**config.mk**
```make
export PLATFORM = sky130hd
export DESIGN_NAME = cbf_timer
export DESIGN_NICKNAME = d
export VERILOG_FILES = /design/src/pkg/cbf_pkg.sv /design/src/cbf_timer.sv
export SDC_FILE = /design/constraint.sdc
export NUM_CORES = 2
export LEC_CHECK = 0
export BUFFER_PORTS_ARGS = -buffer_cell sky130_fd_sc_hd__buf_2
export CORE_MARGIN = 3
export CORE_UTILIZATION = 30
export DETAILED_ROUTE_END_ITERATION = 10
export PLACE_DENSITY = 0.49
export SYNTH_ARGS = -nofsm -noshare
export SYNTH_HDL_FRONTEND = slang
export SYNTH_SLANG_ARGS = --single-unit
export TNS_END_PERCENT = 30
```
**constraint.sdc**
```tcl
create_clock -name ref_clk -period 15.7 [get_ports ref_clk]
set_input_delay 1.57 -clock ref_clk [delete_from_list [all_inputs] [get_ports ref_clk]]
set_output_delay 1.57 -clock ref_clk [all_outputs]
set_load 0.05 [all_outputs]
```
**src/pkg/cbf_pkg.sv**
```systemverilog
// constants for the breaker-failure supervision block
package cbf_pkg;
	// ==========================================
	// timing
	localparam int unsigned CLK_HZ        = 100_000_000;
	localparam int unsigned CYCLE_MS      = 5;
	localparam int unsigned CYCLE_CLKS    = CLK_HZ / 1000 * CYCLE_MS;
	localparam int unsigned RETRIP_DEF_MS = 100;
	localparam int unsigned FAIL_DEF_MS   = 200;
	localparam int unsigned TW            = 20;
	localparam logic [19:0] RETRIP_RST    = 20'(RETRIP_DEF_MS / CYCLE_MS);
	localparam logic [19:0] FAIL_RST      = 20'(FAIL_DEF_MS / CYCLE_MS);
	// ==========================================
	// register offsets
	localparam logic [7:0] A_CTRL    = 8'h00;
	localparam logic [7:0] A_RT_DLY  = 8'h04;
	localparam logic [7:0] A_FL_DLY  = 8'h08;
	localparam logic [7:0] A_PH_THR  = 8'h0C;
	localparam logic [7:0] A_RES_THR = 8'h10;
	localparam logic [7:0] A_EVT_EN  = 8'h14;
	localparam logic [7:0] A_STATUS  = 8'h18;
	localparam logic [7:0] A_LOG_SEL = 8'h1C;
	localparam logic [7:0] A_LOG_TS  = 8'h20;
	localparam logic [7:0] A_LOG_INF = 8'h24;
	localparam logic [7:0] A_LOG_CUR = 8'h28;
	localparam logic [7:0] A_LOG_TIM = 8'h2C;
	// ==========================================
	// fields and reset values
	localparam int unsigned  F_MODE   = 0;
	localparam int unsigned  F_RT_EN  = 4;
	localparam int unsigned  F_RES    = 5;
	localparam logic [31:0]  CTRL_RST = 32'h0000_0010;
	localparam logic [15:0]  PH_RST   = 16'h00C8;
	localparam logic [15:0]  RES_RST  = 16'h04B0;
	localparam logic [15:0]  EVT_RST  = 16'hFFFF;
	// ==========================================
	// operating modes
	localparam logic [3:0] M_CUR        = 4'h0;
	localparam logic [3:0] M_DO         = 4'h1;
	localparam logic [3:0] M_SIG        = 4'h2;
	localparam logic [3:0] M_CUR_AND_DO = 4'h3;
	localparam logic [3:0] M_CUR_OR_DO  = 4'h4;
	localparam logic [3:0] M_CUR_AND_SG = 4'h5;
	localparam logic [3:0] M_CUR_OR_SG  = 4'h6;
	localparam logic [3:0] M_SG_AND_DO  = 4'h7;
	localparam logic [3:0] M_SG_OR_DO   = 4'h8;
	localparam logic [3:0] M_CUR_OR_SG2 = 4'h9;
	localparam logic [3:0] M_ALL_AND    = 4'hA;
	// ==========================================
	// events and log
	localparam int unsigned EV_N      = 8;
	localparam int unsigned LOG_DEPTH = 12;
	localparam int unsigned LOG_W     = 111;
endpackage

```
**src/cbf_timer.sv**
```systemverilog
// breaker-failure pick-up, timers, events and operation log
//
// Local design decisions: the strobed register port and the register addresses.
`timescale 1ns/10ps
module cbf_timer
	import cbf_pkg::*;
#(
	parameter int unsigned TICK_CLKS = CYCLE_CLKS
) (
	input  wire logic        ref_clk,             // 100 MHz clock
	input  wire logic        srst,                // sync reset
	input  wire logic        ce,                  // clock enable
	input  wire logic [7:0]  addr,                // register address
	input  wire logic [31:0] wdata,               // write data
	input  wire logic        wr,                  // write strobe
	input  wire logic        rd,                  // read strobe
	output logic      [31:0] rdata,               // read data
	input  wire logic [15:0] phase_current,       // highest phase current
	input  wire logic [15:0] residual_input_one,  // residual channel one
	input  wire logic [15:0] residual_input_two,  // residual channel two
	input  wire logic [15:0] residual_calc,       // calculated residual
	input  wire logic        trip_mon,            // primary trip output state
	input  wire logic        signal_in,           // digital start input
	input  wire logic        block_in,            // block input
	input  wire logic [31:0] timestamp,           // time stamp
	input  wire logic [2:0]  setting_group,       // active setting group
	output logic             start_out,           // start
	output logic             retrip_out,          // retrip coil
	output logic             breaker_failure_out, // incomer trip
	output logic             blocked_out,         // blocked
	output logic             event_valid,         // event pulse
	output logic      [3:0]  event_code,          // {condition, on}
	output logic      [31:0] event_stamp,         // event time
	output logic      [15:0] event_phase,         // phase current
	output logic      [15:0] event_res            // residual current
);
	// ==========================================
	// settings
	logic [31:0]   ctrl;
	logic [TW-1:0] rt_dly;
	logic [TW-1:0] fl_dly;
	logic [15:0]   ph_thr;
	logic [15:0]   res_thr;
	logic [15:0]   evt_en;
	logic [3:0]    log_sel;
	logic [3:0]    mode;
	logic          rt_en;
	logic [1:0]    res_src;
	assign mode    = ctrl[F_MODE +: 4];
	assign rt_en   = ctrl[F_RT_EN];
	assign res_src = ctrl[F_RES +: 2];

	always_ff @(posedge ref_clk) begin
		if (srst) begin
			ctrl    <= CTRL_RST;
			rt_dly  <= RETRIP_RST;
			fl_dly  <= FAIL_RST;
			ph_thr  <= PH_RST;
			res_thr <= RES_RST;
			evt_en  <= EVT_RST;
			log_sel <= '0;
		end else if (ce && wr) begin
			case (addr)
				A_CTRL:    ctrl    <= wdata & 32'h0000_007F;
				A_RT_DLY:  rt_dly  <= wdata[TW-1:0];
				A_FL_DLY:  fl_dly  <= wdata[TW-1:0];
				A_PH_THR:  ph_thr  <= wdata[15:0];
				A_RES_THR: res_thr <= wdata[15:0];
				A_EVT_EN:  evt_en  <= wdata[15:0];
				A_LOG_SEL: log_sel <= wdata[3:0];
				default: ;
			endcase
		end
	end

	// ==========================================
	// program-cycle tick, one delay step each
	logic [19:0] tick_cnt;
	logic        tick;
	always_ff @(posedge ref_clk) begin
		if (srst) begin
			tick_cnt <= '0;
			tick     <= 1'b0;
		end else if (ce) begin
			tick     <= (tick_cnt == 20'(TICK_CLKS - 1));
			tick_cnt <= (tick_cnt == 20'(TICK_CLKS - 1)) ? '0 : tick_cnt + 20'd1;
		end
	end

	// ==========================================
	// pick-up comparators and criterion
	logic [15:0] res_val;
	logic        cur_ph;
	logic        cur_res;
	logic        cur;
	logic        pick;
	logic        run;
	always_comb begin
		case (res_src)
			2'd1:    res_val = residual_input_one;
			2'd2:    res_val = residual_input_two;
			2'd3:    res_val = residual_calc;
			default: res_val = '0;
		endcase
	end
	assign cur_ph  = phase_current > ph_thr;
	assign cur_res = (res_src != 2'd0) && (res_val > res_thr);
	assign cur     = cur_ph | cur_res;

	always_comb begin
		case (mode)
			M_CUR:        {pick, run} = {2{cur}};
			M_DO:         {pick, run} = {2{trip_mon}};
			M_SIG:        {pick, run} = {2{signal_in}};
			M_CUR_AND_DO: {pick, run} = {cur, cur & trip_mon};
			M_CUR_OR_DO:  {pick, run} = {2{cur | trip_mon}};
			M_CUR_AND_SG: {pick, run} = {cur, cur & signal_in};
			M_CUR_OR_SG, M_CUR_OR_SG2: {pick, run} = {2{cur | signal_in}};
			M_SG_AND_DO:  {pick, run} = {signal_in, signal_in & trip_mon};
			M_SG_OR_DO:   {pick, run} = {2{signal_in | trip_mon}};
			M_ALL_AND:    {pick, run} = {cur, cur & trip_mon & signal_in};
			default:      {pick, run} = 2'b00;
		endcase
	end

	// ==========================================
	// start, block and timers
	logic          next_start;
	logic          next_blocked;
	logic          act;
	logic [TW-1:0] rt_cnt;
	logic [TW-1:0] fl_cnt;
	logic          next_retrip;
	logic          next_fail;
	assign next_start   = pick & ~block_in;
	assign next_blocked = pick & block_in;
	assign act          = next_start & run;
	assign next_retrip  = act & rt_en & (rt_cnt >= rt_dly);
	assign next_fail    = act & (fl_cnt >= fl_dly);

	always_ff @(posedge ref_clk) begin
		if (srst) begin
			rt_cnt <= '0;
			fl_cnt <= '0;
		end else if (ce) begin
			if (!act) begin
				rt_cnt <= '0;
				fl_cnt <= '0;
			end else if (tick) begin
				if (rt_en && rt_cnt != '1)
					rt_cnt <= rt_cnt + 1'b1;
				if (fl_cnt != '1)
					fl_cnt <= fl_cnt + 1'b1;
			end
		end
	end

	always_ff @(posedge ref_clk) begin
		if (srst) begin
			start_out           <= 1'b0;
			blocked_out         <= 1'b0;
			retrip_out          <= 1'b0;
			breaker_failure_out <= 1'b0;
		end else if (ce) begin
			start_out           <= next_start;
			blocked_out         <= next_blocked;
			retrip_out          <= next_retrip;
			breaker_failure_out <= next_fail;
		end
	end

	// ==========================================
	// events: pending on/off flags per condition
	logic [EV_N-1:0] cond_q;
	logic [EV_N-1:0] cond_prev;
	logic [EV_N-1:0] rise;
	logic [EV_N-1:0] fall;
	logic [15:0]     pend;
	logic [15:0]     grant;
	logic [3:0]      sel;
	always_ff @(posedge ref_clk) begin
		if (srst) begin
			cond_q    <= '0;
			cond_prev <= '0;
		end else if (ce) begin
			cond_q    <= {cur_res, cur_ph, signal_in, trip_mon,
				next_blocked, next_fail, next_retrip, next_start};
			cond_prev <= cond_q;
		end
	end
	assign rise = cond_q & ~cond_prev;
	assign fall = ~cond_q & cond_prev;
	// pend[2i+1] is the on event of condition i, pend[2i] the off event
	for (genvar i = 0; i < EV_N; i++) begin : g_ev
		always_ff @(posedge ref_clk) begin
			if (srst) begin
				pend[2*i+1] <= 1'b0;
				pend[2*i]   <= 1'b0;
			end else if (ce) begin
				pend[2*i+1] <= (pend[2*i+1] & ~grant[2*i+1]) | (rise[i] & evt_en[2*i+1]);
				pend[2*i]   <= (pend[2*i] & ~grant[2*i]) | (fall[i] & evt_en[2*i]);
			end
		end
	end

	always_comb begin
		sel   = '0;
		grant = '0;
		for (int k = 15; k >= 0; k--) begin
			if (pend[k]) begin
				sel   = 4'(k);
				grant = 16'h0000;
				grant[k] = 1'b1;
			end
		end
	end

	always_ff @(posedge ref_clk) begin
		if (srst) begin
			event_valid <= 1'b0;
			event_code  <= '0;
			event_stamp <= '0;
			event_phase <= '0;
			event_res   <= '0;
		end else if (ce) begin
			event_valid <= |pend;
			event_code  <= sel;
			event_stamp <= timestamp;
			event_phase <= phase_current;
			event_res   <= res_val;
		end
	end

	// ==========================================
	// operation log, written on output on-events
	logic [LOG_W-1:0] log_mem [LOG_DEPTH];
	logic [3:0]       wptr;
	logic [3:0]       log_cnt;
	logic [2:0]       lidx;
	logic [TW-1:0]    rt_rem;
	logic [TW-1:0]    fl_rem;
	assign rt_rem = (rt_en && rt_dly > rt_cnt) ? rt_dly - rt_cnt : '0;
	assign fl_rem = (fl_dly > fl_cnt) ? fl_dly - fl_cnt : '0;
	always_comb begin
		lidx = '0;
		for (int k = 3; k >= 0; k--)
			if (rise[k])
				lidx = 3'(k);
	end

	always_ff @(posedge ref_clk) begin
		if (srst) begin
			wptr    <= '0;
			log_cnt <= '0;
		end else if (ce && |rise[3:0]) begin
			log_mem[wptr] <= {setting_group, fl_rem, rt_rem, res_val,
				phase_current, lidx, 1'b1, timestamp};
			wptr <= (wptr == 4'(LOG_DEPTH - 1)) ? '0 : wptr + 4'd1;
			if (log_cnt != 4'(LOG_DEPTH))
				log_cnt <= log_cnt + 4'd1;
		end
	end

	// ==========================================
	// register read
	logic [LOG_W-1:0] ent;
	logic [31:0]      next_rdata;
	assign ent = (log_sel < 4'(LOG_DEPTH)) ? log_mem[log_sel] : '0;
	always_comb begin
		case (addr)
			A_CTRL:    next_rdata = ctrl;
			A_RT_DLY:  next_rdata = 32'(rt_dly);
			A_FL_DLY:  next_rdata = 32'(fl_dly);
			A_PH_THR:  next_rdata = {16'h0000, ph_thr};
			A_RES_THR: next_rdata = {16'h0000, res_thr};
			A_EVT_EN:  next_rdata = {16'h0000, evt_en};
			A_STATUS:  next_rdata = {16'h0000, wptr, log_cnt, cond_q};
			A_LOG_SEL: next_rdata = {28'h000_0000, log_sel};
			A_LOG_TS:  next_rdata = ent[31:0];
			A_LOG_INF: next_rdata = {25'h000_0000, ent[110:108], ent[35:32]};
			A_LOG_CUR: next_rdata = ent[67:36];
			A_LOG_TIM: next_rdata = {ent[107:98], 2'b00, ent[87:68]};
			default:   next_rdata = '0;
		endcase
	end
	always_ff @(posedge ref_clk) begin
		if (srst)
			rdata <= '0;
		else if (ce)
			rdata <= rd ? next_rdata : '0;
	end
endmodule // cbf_timer

```
# After elaboration in Yosys (flattened, before gate mapping)
# Memory sizes are Yosys's and may differ from the RTL's. A register that Yosys moved wholly into a read port is not among the register bits.
# Index checks and enable logic that the tools add are counted.
[totals] elab_cells=243 input_bits=147 memories=1 register_bits=305 ramBits=1320
[op_classes] eq_ne=32 addsub=7 n_mux=57 magnitude_cmp=7 bitwise=83 reduce_logical=23
[memory_table] name="log_mem" depth=12 width=110 rd=1 rd_ports_with_merged_regs=1 write_ports=1 line_no="cbf_timer.sv:236" source="logic [LOG_W-1:0] log_mem [LOG_DEPTH];"
[ops] cell="$pmux 32 s12" n=1
[ops] cell="$mux 16" n=16
[ops] cell="$mux 20" n=9
[ops] cell="$mux 111" n=1
[ops] cell="$mux 4" n=19
[ops] cell="$add 20x1->20 const B" n=3
[ops] cell="$pmux 16 s3" n=1
[ops] cell="$and 1x1->1" n=42
[ops] cell="$ge 20x20->1" n=2
[ops] cell="$gt 20x20->1" n=2
[ops] cell="$ne 20x20->1 const B" n=2
[ops] cell="$sub 20x20->20" n=2
[ops] cell="$eq 8x5->1 const B" n=4
[ops] cell="$eq 8x6->1 const B" n=4
[ops] cell="$gt 16x16->1" n=2
[ops] cell="$mux 32" n=1
[ops] cell="$eq 20x19->1 const B" n=1
[ops] cell="$or 1x1->1" n=20
[ops] cell="$not 1->1" n=17
[ops] cell="$and 8x8->8" n=2
[ops] cell="$eq 4x3->1 const B" n=4
[ops] cell="$eq 4x4->1 const B" n=4
[ops] cell="$eq 8x4->1 const B" n=2
[ops] cell="$not 8->8" n=2
[ops] cell="24 further kinds" n=46

# Depth between registers and ports, before layout
[depth] word_depth=19 ltp_mapped=15 depth_no_buf=12

# Worst setup path before layout
# No wires, ideal clock.
[synth_timing] path_type="in2reg" startpoint="input ce" endpoint="memory log_mem[0][0] (netlist name) (enable)" arrival_time_ps=6968 required_ps=15142 path_stages=5 n_path_buf=2 slack_ps=8175 path_cell_list="clkbuf_1 -> clkbuf_1 -> o31ai_1 -> or3_1 -> nor2_1"
[synth_between] elab_chain_len=4
[synth_rtl] item="from (decl)" line_no="cbf_timer.sv:12" source="input wire logic ce,"
[synth_rtl] item="$logic_and 1x1->1" line_no="cbf_timer.sv:255" source="end else if (ce && |rise[3:0]) begin"
[synth_rtl] item="$mux 1" line_no="cbf_timer.sv:255"
[synth_rtl] item="$mux 1" line_no="cbf_timer.sv:252" source="if (srst) begin"
[synth_rtl] item="$mux 1 (implied by the code)" line_no="cbf_timer.sv:256" source="log_mem[wptr] <= {setting_group, fl_rem, rt_rem, res_val,"
[synth_rtl] item="to (decl)" line_no="cbf_timer.sv:236"
# No other way between the ends.

# Final worst setup path
[layout_timing] startpoint="register ctrl[5]" endpoint="register fl_cnt[15]"
[layout_between] elab_chain_len=11 word_cells_on_any_way=21 classes_between="1 x order compare; 5 x eq/ne; 4 x mux; 8 x bitwise; 3 x reduce/logical"
[layout_rtl] item="from (decl)" line_no="cbf_timer.sv:39" source="logic [31:0] ctrl;"
[layout_rtl] item="from (signal assigned)" line_no="cbf_timer.sv:64" source="A_CTRL: ctrl <= wdata & 32'h0000_007F;"
[layout_rtl] item="$eq 2x2->1 or $eq 2x1->1 (tied branches)" line_no="cbf_timer.sv:99" source="case (res_src)"
[layout_rtl] item="$pmux 16 s3 *" line_no="cbf_timer.sv:99"
[layout_rtl] item="net res_val[9]" line_no="cbf_timer.sv:92" source="logic [15:0] res_val;"
[layout_rtl] item="$gt 16x16->1 *" line_no="cbf_timer.sv:107" source="assign cur_res = (res_src != 2'd0) && (res_val > res_thr);"
[layout_rtl] item="$logic_and 1x1->1 *" line_no="cbf_timer.sv:107"
[layout_rtl] item="$or 1x1->1 *" line_no="cbf_timer.sv:108" source="assign cur = cur_ph | cur_res;"
[layout_rtl] item="$and 1x1->1 (tied with other cells)" line_no="cbf_timer.sv:115, cbf_timer.sv:121"
[layout_rtl] item="$and 1x1->1 or $pmux 1 s6 (tied branches)" line_no="cbf_timer.sv:121, cbf_timer.sv:111"
[layout_rtl] item="$pmux 1 s10 or $and 1x1->1 (tied branches)" line_no="cbf_timer.sv:111, cbf_timer.sv:135"
[layout_rtl] item="$and 1x1->1 *" line_no="cbf_timer.sv:137" source="assign act = next_start & run;"
[layout_rtl] item="$ne 2x1->1 (no source line) or $ne 2x2->1 (tied branches)"
[layout_rtl] item="$reduce_and 3->1 (no source line)"
[layout_rtl] item="to (signal assigned)" line_no="cbf_timer.sv:153" source="fl_cnt <= fl_cnt + 1'b1;"
[layout_rtl] item="to (decl)" line_no="cbf_timer.sv:132" source="logic [TW-1:0] fl_cnt;"
# Mark *: on every way through the listed nets, which the timed path passes. The rest lies on a longest branch.
# A chain may end at the register's enable or synchronous reset.

==> impl_metrics.ini <==
[run_status]
status = finished clean

[global_routing]
antenna_found_initial = 17
grt_max_degree = 100
track_usage_pct = 17.18
grt_pass1_wl_mm = 257.0
use_met1_pct = 23.10
use_met3_pct = 2.967
met2_usage_pct = 28.55
grt_overflow = 0
grt_busiest_layer = met2
grt_pass1_vias = 35140

[floorplan]
coreArea_sq_um = 200100
rows = 164
fp.dieH_microns = 454.9
die_x_microns = 454.9
die_area_sq_um = 206900
start_util_pct = 30.22
io_pins = 252

[logic_synthesis]
ys_async_sr_fraction_pct = 0
ys_seq_area_share_pct = 69.11
syn_area_sq_um = 60450
ys_top_cells_by_area = edfxtp_1 59%, mux4_2 11%, dfxtp_1 10%
yosys_warnings = 0
synth_top_area_cell = edfxtp_1
ys.flop_type = edfxtp_1
netlist_instances = 3820
ys_ff_latch = 1493
avgSynthCellArea_sq_um = 15.83
synth_fp_nets = 4049
synth_top_area_share_pct = 59.01
synth-edff-count = 1188
ys_types = 74

[route]
wl_per_cell_microns = 26.02
first_iter_violations = 3346
ant_nets = 0
dr.pass1.iters = 7
vias = 35120
drc_errors = 0
wirelength_mm = 179.6
vias_per_cell = 5.086

[timing]
setup-tns-final_ns = 0
rsz0062_at_grt = no
hold_viol_final = 0
period_share_pct = 34.67
setup_violations = 0
fmax_mhz = 183.7
clock_skew_ns = 0.06727
relSlewSlack_pct = 19.09
finalMaxSlewViolations = 0
worst_slew_pin_slew_ns = 1.209
fin_crit_ns = 5.443

[clocking]
hold_buffers = 0
cts.sink_count = 1493
cts_buffer_depth = 3
tritoncts = yes
root_buffer = clkbuf_16
post_cts_buffers = 0
cts_buffers = 166
cts_resized = 0
clk_pin_slew_ns = 0.06
clk_latency_ns = 0.82
htree_num_levels = 4

[placement]
gp_congestion = 0.8548
dp_cells = 6596
port_buffers = 239
hpwl_mm = 111.5

[critical_path]
crit_path_top_delay_cell = dfxtp_1
crit_arrival_ns = 6.13
path_cells = buf_4 > nor2b_1 > buf_4 > a22o_1 > ha_1 > nand4_1 > nor2_1 > a221oi_1 > nand3_1 > a211oi_4 > o31ai_4 > or4_1 > a21oi_1
max_stage_delay_ns = 0.83
cp-end-kind = register
critical_path_class = register to register
start_kind = register
worstPathRequired_ns = 16.39
path_delay_family = compound AO/OA/AOI/OAI gates
crit_top_cell = buf_4
cp_num_buf_inv = 2
cp_max_fo = 26

[power]
leakagePower_nw = 22.64
combPwrFrac_pct = 2.5
p_int_mw = 6.568
power.total_mw = 8.371
power_frac_clock_pct = 46.5
switchingPower_mw = 1.804
seq_power_share_pct = 51.0
powerDensity_nw_per_um2 = 118.7
sw_frac_of_total_pct = 21.55
peakVddDrop_v = 0.0001133

[cells_and_area]
layout.cells.non_filler = 6904
area_growth_syn_to_layout_pct = 16.67
drive_above_1_share_pct = 21.59
layout_common_cells = 1188 x edfxtp_1, 332 x nand2_1, 301 x dfxtp_1, 297 x mux4_2, 237 x buf_2
num-nets-final = 4337
final_common_cell = edfxtp_1

[worst_hold_path]
hold_path_class = register to register

[job]
drv_cap = 0
[tightest hold or removal path: cells and delay by family (launching register included)]
family	cells	cell delay, ns
AO/OA/AOI/OAI	1	0.05
flip-flops	1	0.32
AND/OR/NAND/NOR	1	0.04
[synthesized netlist by cell type (all sizes together), types with 83 or more instances]
| master | n |
|---|---|
| edfxtp | 1188 |
| mux4 | 297 |
| nand3 | 83 |
| inv | 105 |
| nand2 | 332 |
| nor2 | 223 |
| a22oi | 88 |
| dfxtp | 305 |
| o21ai | 85 |
| mux2i | 179 |
| a21oi | 186 |
| clkbuf | 132 |
[per-stage QoR]
| step | setup WS, ns | util [%] | hold slack, ns | instance area (sq um) |
|---|---|---|---|---|
| 6_report | 10.26 | 35.25 | 0.4438 | 70530 |
| 5_1_grt | 10.01 | 35.25 | 0.4835 | 70520 |
| 4_1_cts | 10.24 | 35.25 | 0.4499 | 70520 |
| 3_5_place_dp | 9.954 | 32.50 | 0.4373 | 65030 |
| 3_3_place_gp | 9.951 | 32.50 | 0.4421 | 65030 |
| 2_1_floorplan | 8.175 | - | 0.4402 | 60450 |
[logic make-up after synthesis]
| group | Yosys count | synth area share, % |
|---|---|---|
| compound gates | 555 | 5.837 |
| mux | 492 | 14.33 |
| fa+ha+maj | 82 | 1.710 |
| xor+xnor | 44 | 0.6375 |
| simple gates | 849 | 6.385 |
| flops | 1493 | 69.11 |
| buf+inv | 305 | 1.993 |
[per-layer routing]
metal  wire length, microns  part of all wire (%)
met5                     45                 0.025
met4                   4813                   2.7
met3                   9380                   5.2
met2                  87370                    49
met1                  78020                    43
[cell type report]
cell class              instances  area [sq um]
multi-input cells            2022         17620
clock inverters                90         959.7
well taps                    2656          3323
inverters                     105         394.1
repair buffers                320          1897
clock buffers                 213          4527
diodes                          5         12.51
fillers                     19050        129500
flip-flops and latches       1493         41800
[worst paths after layout]
check	slack (ns)	end	cells after the start	startpoint
hold / removal	0.44	rdata[1]	2	rdata[1]
hold reg to reg	0.44	rdata[1]	2	rdata[1]
setup / recovery	10.26	fl_cnt[15]	13	ctrl[5]
setup reg to reg	10.26	fl_cnt[15]	13	ctrl[5]
[power groups by stage]
stage	registers (mW)	clock network (mW)	logic [mW]
2_1_floorplan	4.38	0	0.0725
3_3_place_gp	4.35	0	0.209
3_5_place_dp	4.35	0	0.212
4_1_cts	4.27	4.00	0.213
5_1_grt	4.27	4.15	0.224
6_report	4.27	3.89	0.207
[state kept, by name (all words and copies together), names as in the netlist, 7 cells and up, named ones only]
name and flops:
ctrl 7, fl_dly 20, event_phase 16, log_mem 1188, rt_dly 20, event_stamp 32
pend 16, ph_thr 16, fl_cnt 20, cond_prev 8, res_thr 16, cond_q 8
rdata 32, rt_cnt 20, tick_cnt 20, event_res 16, evt_en 16
Power figures use the tool's default switching activity.
